[config.mk]
export PLATFORM = sky130hd
export DESIGN_NAME = fpr_protect_reset
export DESIGN_NICKNAME = d
export VERILOG_FILES = /design/src/rtl/fpr_pad.v /design/src/rtl/fpr_prot_map.v /design/src/rtl/fpr_protect_reset.v
export VERILOG_INCLUDE_DIRS = /design/src /design/src/rtl
export SDC_FILE = /design/constraint.sdc
export NUM_CORES = 1
export LEC_CHECK = 0
export CORE_UTILIZATION = 51
export DETAILED_ROUTE_END_ITERATION = 10
export DONT_BUFFER_PORTS = 1
export HOLD_SLACK_MARGIN = 0.08
export PLACE_DENSITY = 0.66
export SYNTH_ARGS = -nofsm -noshare
export SYNTH_HDL_FRONTEND = slang
export SYNTH_HIERARCHICAL = 1
export SYNTH_SLANG_ARGS = --single-unit
[constraint.sdc]
create_clock -name core_clk -period 2.45 [get_ports core_clk]
set_input_delay 0.245 -clock core_clk [delete_from_list [all_inputs] [get_ports core_clk]]
set_output_delay 0.245 -clock core_clk [all_outputs]
set_load 0.1 [all_outputs]
[src/rtl/fpr_consts.vh]
`ifndef FPR_CONSTS_VH
`define FPR_CONSTS_VH

// ****************************************
// command kinds from the opcode decoder
// ****************************************
`define FPR_CMD_W          3
`define FPR_CMD_OTHER      3'h0
`define FPR_CMD_PROGRAM    3'h1
`define FPR_CMD_ERASE      3'h2
`define FPR_CMD_MAP_WRITE  3'h3
`define FPR_CMD_PROT_ON    3'h4
`define FPR_CMD_PROT_OFF   3'h5
`define FPR_CMD_LOCK       3'h6
`define FPR_CMD_QUAD_READ  3'h7
`define FPR_CMD_QUAD_EN_W  1

// ****************************************
// sector map
// ****************************************
`define FPR_SECT_W         4
`define FPR_SECT_N         16
`define FPR_MAP_RESET      16'h0000

// ****************************************
// state codes
// ****************************************
`define FPR_ST_W           2
`define FPR_ST_IDLE        2'h0
`define FPR_ST_DISCARD     2'h1
`define FPR_ST_BUSY        2'h2
`define FPR_ST_QREAD       2'h3

`endif

[src/rtl/fpr_pad.v]
`timescale 1ns/1ps
`include "fpr_consts.vh"

// ****************************************
// shared pad: weak pull-up input, data output
// ****************************************
module fpr_pad (
  // clock and reset
  input  wire core_clk,
  input  wire resetn,
  // core side
  input  wire drive_en,
  input  wire drive_load,
  input  wire drive_val,
  output reg  level,
  // pin side
  input  wire pin_in,
  input  wire pin_driven,
  output reg  pin_out,
  output reg  pin_oe
);

  always @(posedge core_clk) begin
    if (!resetn) begin
      pin_out <= 1'b0;
      pin_oe  <= 1'b0;
      level   <= 1'b1;
    end else begin
      pin_oe <= drive_en;
      if (!drive_en)
        pin_out <= 1'b0;
      else if (drive_load)
        pin_out <= drive_val;
      // a floating pin reads high; not sampled while driving
      if (!drive_en && !pin_oe)
        level <= pin_driven ? pin_in : 1'b1;
    end
  end

endmodule

[src/rtl/fpr_prot_map.v]
`timescale 1ns/1ps
`include "fpr_consts.vh"

// ****************************************
// protected-sector map, lock map, soft enable
// ****************************************
module fpr_prot_map (
  // clock and reset
  input  wire                    core_clk,
  input  wire                    resetn,
  // updates
  input  wire                    map_load,
  input  wire [`FPR_SECT_N-1:0]  map_data,
  input  wire                    prot_on,
  input  wire                    prot_off,
  input  wire                    lock_set,
  input  wire [`FPR_SECT_W-1:0]  sector,
  input  wire                    wp_asserted,
  // state
  output reg  [`FPR_SECT_N-1:0]  prot_map,
  output reg  [`FPR_SECT_N-1:0]  lock_map,
  output reg                     soft_prot_en,
  output wire                    sector_blocked
);

  always @(posedge core_clk) begin
    if (!resetn) begin
      prot_map     <= `FPR_MAP_RESET;
      soft_prot_en <= 1'b0;
    end else begin
      if (map_load && !wp_asserted)
        prot_map <= map_data;
      if (prot_on)
        soft_prot_en <= 1'b1;
      else if (prot_off && !wp_asserted)
        soft_prot_en <= 1'b0;
    end
  end

  genvar i;
  generate
    for (i = 0; i < `FPR_SECT_N; i = i + 1) begin : g_lock
      always @(posedge core_clk) begin
        if (!resetn)
          lock_map[i] <= 1'b0;
        else if (lock_set && (sector == i))
          lock_map[i] <= 1'b1;
      end
    end
  endgenerate

  // hardware pin protects the map regardless of the soft enable
  assign sector_blocked = lock_map[sector] |
                          (prot_map[sector] & (soft_prot_en | wp_asserted));

endmodule

[src/rtl/fpr_protect_reset.v]
`timescale 1ns/1ps
`include "fpr_consts.vh"

module fpr_protect_reset (
  // clock and power-on reset
  input  wire                    core_clk,
  input  wire                    resetn,
  // chip select
  input  wire                    cs_n,
  // command decoder
  input  wire                    cmd_valid,
  input  wire [`FPR_CMD_W-1:0]   cmd_kind,
  input  wire [`FPR_SECT_W-1:0]  cmd_sector,
  input  wire [`FPR_SECT_N-1:0]  cmd_map_data,
  input  wire                    cmd_quad_enable,
  // operation engine
  input  wire                    op_done,
  output reg                     op_start,
  output reg  [`FPR_CMD_W-1:0]   op_kind,
  output reg                     op_abort,
  // quad read data, one strobe per falling serial clock
  input  wire                    quad_nibble_strobe,
  input  wire [3:0]              quad_nibble,
  // write-protect pin, data line 2
  input  wire                    quad_data_line_2_in,
  input  wire                    quad_data_line_2_driven,
  output wire                    quad_data_line_2_out,
  output wire                    quad_data_line_2_oe,
  // reset pin, data line 3
  input  wire                    quad_data_line_3_in,
  input  wire                    quad_data_line_3_driven,
  output wire                    quad_data_line_3_out,
  output wire                    quad_data_line_3_oe,
  // status
  output reg  [`FPR_ST_W-1:0]    state,
  output reg                     cmd_dropped,
  output reg                     quad_io_enable_bit,
  output reg                     wp_asserted,
  output reg                     pin_reset_active,
  output reg  [`FPR_SECT_N-1:0]  prot_map,
  output reg  [`FPR_SECT_N-1:0]  lock_map,
  output reg                     soft_prot_en
);

  localparam ST_IDLE    = `FPR_ST_IDLE;
  localparam ST_DISCARD = `FPR_ST_DISCARD;
  localparam ST_BUSY    = `FPR_ST_BUSY;
  localparam ST_QREAD   = `FPR_ST_QREAD;

  reg  [`FPR_ST_W-1:0]   next_state;
  reg                    next_op_start;
  reg                    next_dropped;
  wire                   wp_level;
  wire                   rst_level;
  wire                   drive_lines;
  wire                   in_quad;
  wire                   take;
  wire                   is_prog_erase;
  wire                   blocked;
  wire [`FPR_SECT_N-1:0] map_now;
  wire [`FPR_SECT_N-1:0] lock_now;
  wire                   soft_now;

  // ****************************************
  // pin functions
  // ****************************************
  assign in_quad       = (state == ST_QREAD);
  assign drive_lines   = in_quad && !cs_n && quad_io_enable_bit;
  assign take          = cmd_valid && !cs_n && (state == ST_IDLE) && !pin_reset_active;
  assign is_prog_erase = (cmd_kind == `FPR_CMD_PROGRAM) || (cmd_kind == `FPR_CMD_ERASE);

  fpr_pad u_pad_wp (
    .core_clk   (core_clk),
    .resetn     (resetn),
    .drive_en   (drive_lines),
    .drive_load (quad_nibble_strobe),
    .drive_val  (quad_nibble[2]),
    .level      (wp_level),
    .pin_in     (quad_data_line_2_in),
    .pin_driven (quad_data_line_2_driven),
    .pin_out    (quad_data_line_2_out),
    .pin_oe     (quad_data_line_2_oe)
  );

  fpr_pad u_pad_rst (
    .core_clk   (core_clk),
    .resetn     (resetn),
    .drive_en   (drive_lines),
    .drive_load (quad_nibble_strobe),
    .drive_val  (quad_nibble[3]),
    .level      (rst_level),
    .pin_in     (quad_data_line_3_in),
    .pin_driven (quad_data_line_3_driven),
    .pin_out    (quad_data_line_3_out),
    .pin_oe     (quad_data_line_3_oe)
  );

  // ****************************************
  // protection maps
  // ****************************************
  fpr_prot_map u_map (
    .core_clk       (core_clk),
    .resetn         (resetn),
    .map_load       (take && (cmd_kind == `FPR_CMD_MAP_WRITE)),
    .map_data       (cmd_map_data),
    .prot_on        (take && (cmd_kind == `FPR_CMD_PROT_ON)),
    .prot_off       (take && (cmd_kind == `FPR_CMD_PROT_OFF)),
    .lock_set       (take && (cmd_kind == `FPR_CMD_LOCK)),
    .sector         (cmd_sector),
    .wp_asserted    (wp_asserted),
    .prot_map       (map_now),
    .lock_map       (lock_now),
    .soft_prot_en   (soft_now),
    .sector_blocked (blocked)
  );

  // ****************************************
  // command state machine
  // ****************************************
  always @* begin
    next_state    = state;
    next_op_start = 1'b0;
    next_dropped  = cmd_dropped;
    case (state)
      ST_IDLE: begin
        if (take) begin
          next_dropped = 1'b0;
          if (is_prog_erase) begin
            if (wp_asserted || blocked) begin
              next_state   = ST_DISCARD;
              next_dropped = 1'b1;
            end else begin
              next_state    = ST_BUSY;
              next_op_start = 1'b1;
            end
          end else if ((cmd_kind == `FPR_CMD_QUAD_READ) && quad_io_enable_bit) begin
            next_state = ST_QREAD;
          end
        end
      end
      ST_DISCARD: begin
        if (cs_n)
          next_state = ST_IDLE;
      end
      ST_BUSY: begin
        if (op_done)
          next_state = ST_IDLE;
      end
      ST_QREAD: begin
        if (cs_n)
          next_state = ST_IDLE;
      end
      default: begin
        next_state = ST_IDLE;
      end
    endcase
  end

  always @(posedge core_clk) begin
    if (!resetn) begin
      state              <= ST_IDLE;
      op_start           <= 1'b0;
      op_kind            <= `FPR_CMD_OTHER;
      op_abort           <= 1'b0;
      cmd_dropped        <= 1'b0;
      quad_io_enable_bit <= 1'b0;
      wp_asserted        <= 1'b0;
      pin_reset_active   <= 1'b0;
      prot_map           <= `FPR_MAP_RESET;
      lock_map           <= `FPR_MAP_RESET;
      soft_prot_en       <= 1'b0;
    end else begin
      // pins are ignored as inputs while they carry read data
      wp_asserted      <= !wp_level && !drive_lines && !quad_data_line_2_oe;
      pin_reset_active <= !rst_level && !drive_lines && !quad_data_line_3_oe;
      prot_map         <= map_now;
      lock_map         <= lock_now;
      soft_prot_en     <= soft_now;
      if (take && cmd_quad_enable)
        quad_io_enable_bit <= 1'b1;
      if (pin_reset_active) begin
        state    <= ST_IDLE;
        op_start <= 1'b0;
        op_abort <= (state != ST_IDLE);
      end else begin
        state    <= next_state;
        op_start <= next_op_start;
        op_abort <= 1'b0;
        if (next_op_start)
          op_kind <= cmd_kind;
      end
      cmd_dropped <= pin_reset_active ? cmd_dropped : next_dropped;
    end
  end

endmodule

==> metrics, run 1 <==
Synth area leaders=dfxtp_1 (52%), and2_1 (6.9%), nand2_1 (4.8%), mux4_2 (3.5%), a21boi_0 (3.3%); final RePlAce weighted congestion=0.745; Internal=0.00216 W; worst path cell trace=mux4_2 -> a22oi_2 -> nand3_1 -> or3_1 -> nor3_2 -> nand4_2 -> and3_1; Port Buffers=0; WL final=roughly 6300 um; CTS Sinks=83; Starting Density=53.2%; Power Density=~720 mW/mm^2; total power=0.00274 W; Area Growth Syn to Fin=20.2%; post-CTS setup buffer count=0; Worst Clk Skew=between 0.009 and 0.01 ns; via count=2235; Die W=81.1 um; Via density=about 5.3; largest net degree at the start of global routing=77; max incr delay on CP=0.48 ns; Gate power share=5.9%; maximum clock insertion buffer count=2; Worst-Skew Late Latency=between 0.3 and 0.4 ns; gr usage total=20.7%; antenna diode count=0; Mapped Cells=about 310; drt wl/cell=~15 um; final period utilization=91.9%; CTS tree=built; top-area cell type share of the netlist area=52.1%; Hold WC Path Type=in -> reg; share of cells above drive strength 1=between 10% and 20%; Num CTS Buffers=9; placed standard-cell area=0.00332 mm^2; Final Setup Violations=0; TritonRoute pass-1 iters=4; die span in y=about 81 um; die area=0.00657 mm^2; Psw=between 0.0005 and 0.0006 W; most frequent cells in the layout=dfxtp_1 (83), nand2_1 (41), and2_1 (35), dlygate4sd3_1 (23), buf_4 (16); Clk pwr share=43.6%; Final min period=2.25 ns; htree depth=3; fin nets=382; leakage=1.49 nW; EDFF count, synth=0; Synth Flop Type=dfxtp_1; switch share=21.1%; Worst-Margin Slew=around 0.97 ns; Post-Syn Area per Cell=a little over 10 um^2; Slew Limit Fails=0; # fillers=493; max cap viols=0; Post-Synthesis Net Count=349; ys async rst share=0%; sequential share of power=slightly above 50%; num rows=28; slowest stage cell on the critical path=mux4_2; Remaining DRCs=0; post-DP HPWL=around 4000 um; status=complete, no violations; commonest non-fill, non-tap cell in the layout=dfxtp_1; CP Max Fanout=4; reg-to-reg slack, setup=~0.2 ns; Synthesis Warnings=6; post-route ant nets=0; Core ar.=approximately 0.006 mm^2; DR iter-0 viols=122; first-pass GRT wire length=10100 um; root buffer cell=clkbuf_8; Syn Std Cell Area=0.00319 mm^2; vias in the first global route=2125; peak supply drop=0.406 mV; CP required=around 2.7 ns; initial antenna violation count=0; Max Freq=around 440 MHz; Worst-path clk slew=0.08 ns; WS Path Type=reg -> reg; register area share after synthesis=52.1%; Startpoint Class=register; RSZ-0062 raised after global routing=false; #FFs+latches synth=just over 80; endpoints failing hold=0; post-synth top area cell=dfxtp_1; crit end category=register; final setup TNS=0 ns; Slew Limit Headroom=35.4%; final instance area=approximately 0.0038 mm^2; Yosys cell types=52; critical path arrival=2.50 ns; Boundary Pins=86; gr ovfl total=0
-- cells by family after synthesis --
group	share of synthesized area (%)
simple gates	25.3
compound gates	13.2
xor+xnor	0.511
flops	52.1
mux	5.97
buf+inv	2.87
-- per-stage QoR --
stage	hold WS [ns]	util [%]	worst slack, ns	instances
floorplan	0.325	-	0.185	311
global placement	0.334	55.4	0.188	384
detailed placement	0.340	55.4	0.124	384
CTS	0.0864	63.8	0.110	423
global route	0.0948	63.9	0.0778	423
finish	0.0941	63.9	0.198	423
-- worst max-delay path: cells and delay by family, from the launching register on --
kind	cells	cell delay, ns
and+or+nand+nor	5	1.17
DFF	1	0.33
muxes	1	0.48
AOI/OAI and AO/OA	1	0.17
-- power groups by stage --
stage               Sequential [W]  Combinational [W]  Clock [W]
global route               0.00139           0.000171    0.00128
detailed placement         0.00142           0.000110          0
floorplan                  0.00144          0.0000882          0
finish                     0.00138           0.000160    0.00120
global placement           0.00142           0.000108          0
CTS                        0.00138           0.000159    0.00122
-- routing by layer --
metal	track usage, %	vias to the layer above	part of all wire (%)
met5	0	-	0
met4	9.11	0	1.4
met3	5.62	9	5.5
met2	31.3	66	45
met1	27.7	1040	48
li1	-	1120	-
-- flip-flops by register name, indices dropped and copies added (netlist names) --
register and flops:
cmd_dropped 1, lock_map 16, op_abort 1, op_kind 3
op_start 1, pin_reset_active 1, prot_map 16, quad_io_enable_bit 1
soft_prot_en 1, state 2, u_map/lock_map 16, u_map/prot_map 16
u_map/soft_prot_en 1, u_pad_rst/level 1, u_pad_rst/pin_oe 1, u_pad_rst/pin_out 1
u_pad_wp/level 1, u_pad_wp/pin_oe 1, u_pad_wp/pin_out 1, wp_asserted 1
-- final timing paths --
path                                                startpoint                               to  cells after the start
worst min register to register     u_pad_wp/level$_SDFFE_PN1P_           wp_asserted$_SDFF_PN0_                      1
worst max-delay path            u_map/lock_map[3]$_SDFFE_PN0P_          op_kind[2]$_SDFFE_PN0P_                      7
worst min-delay path                                    resetn  quad_io_enable_bit$_SDFFE_PN0P_                      2
worst max register to register  u_map/lock_map[3]$_SDFFE_PN0P_          op_kind[2]$_SDFFE_PN0P_                      7
-- synthesized netlist by cell type, types with 3 or more instances --
cell and number:
a2111oi_0 3, mux2i_1 4, and3_1 3, nand3_1 4, nor3_1 9, a21oi_1 5, mux4_2 5, dfxtp_1 83
nand2_1 41, nand2b_1 5, buf_2 3, nor3b_1 3, clkbuf_1 12, nor2b_1 12, nor2_1 13, and2_1 35
o21a_1 12, a21boi_0 14
-- cell type report --
type | count | area (um^2) | area share (%)
sequential | 83 | 1660 | 43.4
multi-input combinational | 208 | 1440 | 37.6
timing repair buffer | 40 | 378 | 9.87
clock buffer | 11 | 151 | 3.95
clock inverter | 4 | 97.6 | 2.55
tap | 75 | 93.8 | 2.45
inverter | 2 | 7.51 | 0.196
-- timing repair --
action | 4_1_cts | 5_1_grt
setup endpoints to repair | 0 | 2
gates resized for setup | 0 | 2
hold buffers | 24 | 0
hold endpoints to repair | 75 | 0
(Power assumes the default switching activity.)
==> run 2: changes to the inputs <==
--- a/config.mk
+++ b/config.mk
@@ -12,4 +12,6 @@
 export HOLD_SLACK_MARGIN = 0.08
 export PLACE_DENSITY = 0.66
+export RECOVER_POWER = 50
+export SETUP_SLACK_MARGIN = 0.2
 export SYNTH_ARGS = -nofsm -noshare
 export SYNTH_HDL_FRONTEND = slang
==> constraint.sdc (replaced) <==
create_clock -name core_clk -period 2.45 [get_ports core_clk]
set_input_delay 0.245 -clock core_clk [delete_from_list [all_inputs] [get_ports core_clk]]
set_output_delay 0.245 -clock core_clk [all_outputs]
set_load 0.02 [all_outputs]
==> metrics, run 2 (synthesized netlist as in run 1, its figures left out) <==
htree depth=3 (unchanged); crit end category=register; Boundary Pins=86 (unchanged); WL final=6290 um (-0.41%); Area Growth Syn to Fin=16.2%; CP required=2.69 ns (about the same); first-pass GRT wire length=9750 um (-3.9%); Slew Limit Fails=0 (unchanged); Via density=5.39 (+2.0%); met1 Track Usage GR=27.8% (+0.094 points); Num CTS Buffers=9 (unchanged); Die W=81.1 um (unchanged); gr usage total=20.0% (-0.70 points); final period utilization=89.4% (-2.6 points); Non-Filler Instances=409 (-3.3%); Remaining DRCs=0 (unchanged); gr ovfl total=0 (unchanged); commonest non-fill, non-tap cell in the layout=dfxtp_1; initial antenna violation count=0 (unchanged); status=complete, no violations; antenna diode count=0 (unchanged); Starting Density=53.2% (unchanged); maximum clock insertion buffer count=2 (unchanged); most frequent cells in the layout=dfxtp_1 (83), nand2_1 (41), and2_1 (24), dlygate4sd3_1 (22); post-CTS setup buffer count=0 (unchanged); peak supply drop=0.422 mV (+4.1%); # fillers=521 (+5.7%); CP Max Fanout=4 (unchanged); share of cells above drive strength 1=13.5% (-3.2 points); Worst-Skew Late Latency=0.34 ns (about the same); Hold WC Path Type=in -> reg; Slew Limit Headroom=56.6% (+21 points); TritonRoute pass-1 iters=4 (unchanged); root buffer cell=clkbuf_8; post-route ant nets=0 (unchanged); Worst-path clk slew=0.07 ns (about the same); Max Freq=457 MHz (+2.9%); leakage=1.39 nW (-7.1%); Worst Clk Skew=0.00555 ns (-0.00351 ns); Power Density=678 mW/mm^2 (-5.3%); placed cells=372 (-3.1%); final RePlAce weighted congestion=0.765 (+2.7%); slowest stage cell on the critical path=mux4_2; CP top delay family=simple AND/OR/NAND/NOR gates; final setup TNS=0 ns (unchanged); GR Layer Usage met2=28.2% (-3.1 points); Port Buffers=0 (unchanged); GRT busiest layer=met2; Startpoint Class=register; endpoints failing hold=0 (unchanged); Core ar.=0.00599 mm^2 (unchanged); CP bufs+invs=0 (unchanged); die span in y=81.1 um (unchanged); Final min period=2.19 ns (-0.0627 ns); Worst-Margin Slew=0.649 ns (-0.318 ns); Hold WS=0.0966 ns (+0.00247 ns); Final Setup Violations=0 (unchanged); via count=2204 (-1.4%); post-DP HPWL=3870 um (-2.9%); critical path arrival=2.43 ns (-0.07 ns); worst path cell trace=mux4_2 -> a22oi_2 -> nand3_1 -> or3_4 -> nor3_4 -> nand4_4 -> and3_1; largest net degree at the start of global routing=77 (unchanged); RSZ-0062 raised after global routing=true; GR Util met3=6.97% (+1.3 points); CTS tree=built; DR iter-0 viols=132 (+8.2%); max incr delay on CP=0.47 ns (about the same); die area=0.00657 mm^2 (unchanged); vias in the first global route=1943 (-8.6%); fin nets=369 (-3.4%); max cap viols=0 (unchanged); WS Path Type=reg -> reg; drt wl/cell=15.4 um (+3.0%); num rows=28 (unchanged); CTS Sinks=83 (unchanged)
run 2: timing repair:
| action | 4_1_cts | 5_1_grt |
|---|---|---|
| resized for setup | 2 | 5 |
| endpoints found under the setup margin | 3 | 6 |
| pin swaps | 2 | 2 |
| hold endpoints to repair | 75 | 0 |
| hold buffers | 23 | 0 |
run 2: path summary, 6_finish.rpt:
| kind | startpoint | slack, ns | depth (start not counted) | end |
|---|---|---|---|---|
| worst min register to register | u_pad_wp/level$_SDFFE_PN1P_ | 0.43 | 1 | wp_asserted$_SDFF_PN0_ |
| worst max register to register | u_map/lock_map[2]$_SDFFE_PN0P_ | 0.26 | 7 | op_kind[2]$_SDFFE_PN0P_ |
| worst min-delay path | cmd_sector[3] | 0.1 | 2 | u_map/lock_map[12]$_SDFFE_PN0P_ |
| worst max-delay path | u_map/lock_map[2]$_SDFFE_PN0P_ | 0.26 | 7 | op_kind[2]$_SDFFE_PN0P_ |
run 2: area by class of cell:
type	count	area, um^2	share of cell area (%)
Clock buffer	11	131	3.55
Clock inverter	3	65.1	1.76
Inverter	2	7.51	0.203
Multi-Input combinational cell	208	1470	39.6
Sequential cell	83	1660	44.9
Tap cell	75	93.8	2.53
Timing Repair Buffer	27	278	7.50
run 2: metal layers:
layer / wire length, um / vias to the layer above
met1: 2970 / 1035
met5: 0 / -
met4: 51 / 0
met3: 388 / 6
met2: 2880 / 69
li1: - / 1094
run 2: metrics by stage:
stage	utilization [%]	setup slack, ns	total power, W	cell area (um^2)
3_5_place_dp	53.9	0.122	0.00148	3230
4_1_cts	61.4	0.206	0.00253	3680
6_report	61.8	0.260	0.00251	3700
3_3_place_gp	53.9	0.176	0.00148	3230
5_1_grt	61.8	0.120	0.00261	3700
2_1_floorplan	-	0.223	0.00149	3190
run 2: power by group:
group	internal [W]	leakage (nW)	switching, W
registers	0.00136	0.670	0.0000163
clock network	0.000562	0.0992	0.000443
logic	0.0000703	0.617	0.0000571
==> run 3: changes to the inputs <==
CORE_ASPECT_RATIO = 1.75   (was unset)
PLACE_DENSITY = 0.69   (was 0.66)
clock period = 2 ns   (was 2.45 ns; I/O delays follow)
==> metrics, run 3 (synthesized netlist as in run 1, its figures left out) <==
Startpoint Class=register; slowest stage cell on the critical path=mux4_2; most frequent cells in the layout=dfxtp_1 (83), nand2_1 (41), and2_1 (32), dlygate4sd3_1 (29), clkbuf_4 (22); vias in the first global route=2363 (+22%); Hold WC Path Type=in -> reg; Final min period=2.02 ns (-0.170 ns); final core occ=67.3% (+5.5 points); RSZ-0062 raised after global routing=true; Slew Limit Fails=0 (unchanged); # fillers=480 (-7.9%); final RePlAce weighted congestion=0.759 (-0.84%); initial antenna violation count=0 (unchanged); post-CTS setup buffer count=0 (unchanged); violated checks=setup timing; largest net degree at the start of global routing=78 (+1.3%); Non-Filler Instances=449 (+9.8%); Area Growth Syn to Fin=26.2%; max incr delay on CP=0.47 ns (about the same); root buffer cell=clkbuf_8; Port Buffers=0 (unchanged); gr ovfl total=0 (unchanged); share of cells above drive strength 1=20.5% (+7.0 points); Final Setup Violations=2 (+2); maximum clock insertion buffer count=2 (unchanged); post-DP HPWL=4350 um (+12%); final period utilization=101% (+12 points); worst path cell trace=mux4_2 -> a22oi_2 -> nand3_1 -> or3_4 -> o21ba_2 -> and2_4 -> o31ai_2; sequential share of power=53.5% (-1.3 points); Clk pwr share=40.8% (+0.7 points); Psw=0.000650 W (+26%); critical path arrival=2.29 ns (-0.14 ns); leakage=1.58 nW (+14%); Worst-path clk slew=0.07 ns (about the same); Core ar.=0.00597 mm^2 (-0.31%); Via density=5.20 (-3.4%); commonest non-fill, non-tap cell in the layout=dfxtp_1; Gate power share=5.8% (+0.7 points); Max Freq=495 MHz (+8.4%); Starting Density=53.4% (+0.17 points); post-route ant nets=0 (unchanged); CTS Sinks=83 (unchanged); Remaining DRCs=0 (unchanged); Worst Clk Skew=0.00862 ns (+0.00308 ns); via count=2337 (+6.0%); status=complete, but fails checks; htree depth=3 (unchanged); placed cells=404 (+8.6%); first-pass GRT wire length=11100 um (+13%); CP Max Fanout=2 (-2); peak supply drop=0.703 mV (+67%); die area=0.00658 mm^2 (+0.18%); Die W=61.8 um (-24%); Power Density=783 mW/mm^2 (+16%); Num CTS Buffers=9 (unchanged); final setup TNS=-0.0389 ns (-0.0389 ns); WL final=6750 um (+7.3%); Worst-Skew Late Latency=0.35 ns (about the same); die span in y=107 um (+31%); WS Path Type=reg -> reg; switch share=20.6% (+0.030 points); Boundary Pins=86 (unchanged); num rows=37 (+32%); fin nets=405 (+9.8%); endpoints failing hold=0 (unchanged); CTS tree=built; DR iter-0 viols=138 (+4.5%); Slew Limit Headroom=68.6% (+12 points); CP top delay family=simple AND/OR/NAND/NOR gates; crit end category=register; Final WS setup=-0.0202 ns (-0.280 ns); TritonRoute pass-1 iters=4 (unchanged); CP bufs+invs=0 (unchanged); drt wl/cell=15.0 um (-2.3%); gr usage total=23.3% (+3.3 points); antenna diode count=0 (unchanged); max cap viols=0 (unchanged); CP required=2.27 ns (-0.42 ns); Worst-Margin Slew=0.469 ns (-0.180 ns); Internal=0.00250 W (+26%)
-- run 3: changes by cell type in the layout (fill, tap and decap cells not counted), moves of 7 or more --
cell,delta
and2_0,-9
and2_1,+8
buf_4,+7
clkbuf_4,+22
dlygate4sd3_1,+7
-- run 3: per-layer routing --
metal  wire, um  share of wire [%]  global-route usage, %
met1       2640                 39                   25.0
met2       3600                 53                   39.2
met3        323                4.8                   7.36
met4        194                2.9                   12.1
met5          0                  0                      0
-- run 3: worst paths after layout --
path	startpoint	endpoint	slack, ns	cells after the start
setup reg to reg	u_map/lock_map[3]$_SDFFE_PN0P_	state[1]$_SDFFE_PP0P_	-0.02	7
hold reg to reg	u_pad_rst/level$_SDFFE_PN1P_	pin_reset_active$_SDFF_PN0_	0.42	1
setup / recovery	u_map/lock_map[3]$_SDFFE_PN0P_	state[1]$_SDFFE_PP0P_	-0.02	7
hold / removal	cmd_sector[2]	u_map/lock_map[0]$_SDFFE_PN0P_	0.1	3
-- run 3: through the flow --
stage	power, W	cell area, um^2	hold slack, ns	setup slack, ns
after detailed placement	0.00182	3460	0.300	-0.156
after CTS	0.00317	4010	0.0828	-0.0927
after global routing	0.00325	4020	0.127	-0.112
final	0.00315	4020	0.0987	-0.0202
after floorplan	0.00184	3220	0.280	-0.00852
after global placement	0.00182	3460	0.289	-0.118
-- run 3: final cells by class --
class                           instances  area (um^2)  area share (%)
Clock buffer                           13          149            3.70
Clock inverter                          2         60.1            1.49
Inverter                                2         7.51           0.187
Multi-Input combinational cell        208         1480            36.8
Sequential cell                        83         1660            41.3
Tap cell                               78         97.6            2.43
Timing Repair Buffer                   63          566            14.1
-- run 3: tightest hold or removal path, stage by stage --
cell,delay [ns]
nor2_1,0.04
a21oi_1,0.12
nor2b_1,0.05
-- run 3: power groups by stage --
stage	clock network (W)	logic [W]	registers (W)
after floorplan	0	0.000113	0.00172
after global placement	0	0.0000986	0.00172
after detailed placement	0	0.000100	0.00172
after CTS	0.00131	0.000181	0.00168
after global routing	0.00137	0.000198	0.00169
final	0.00128	0.000182	0.00168
-- run 3: timing repair --
action | 4_1_cts | 5_1_grt
hold endpoints to repair | 80 | 0
gates resized for setup | 4 | 4
setup endpoints to repair | 11 | 24
pin swaps | 2 | 1
hold buffers | 30 | 0
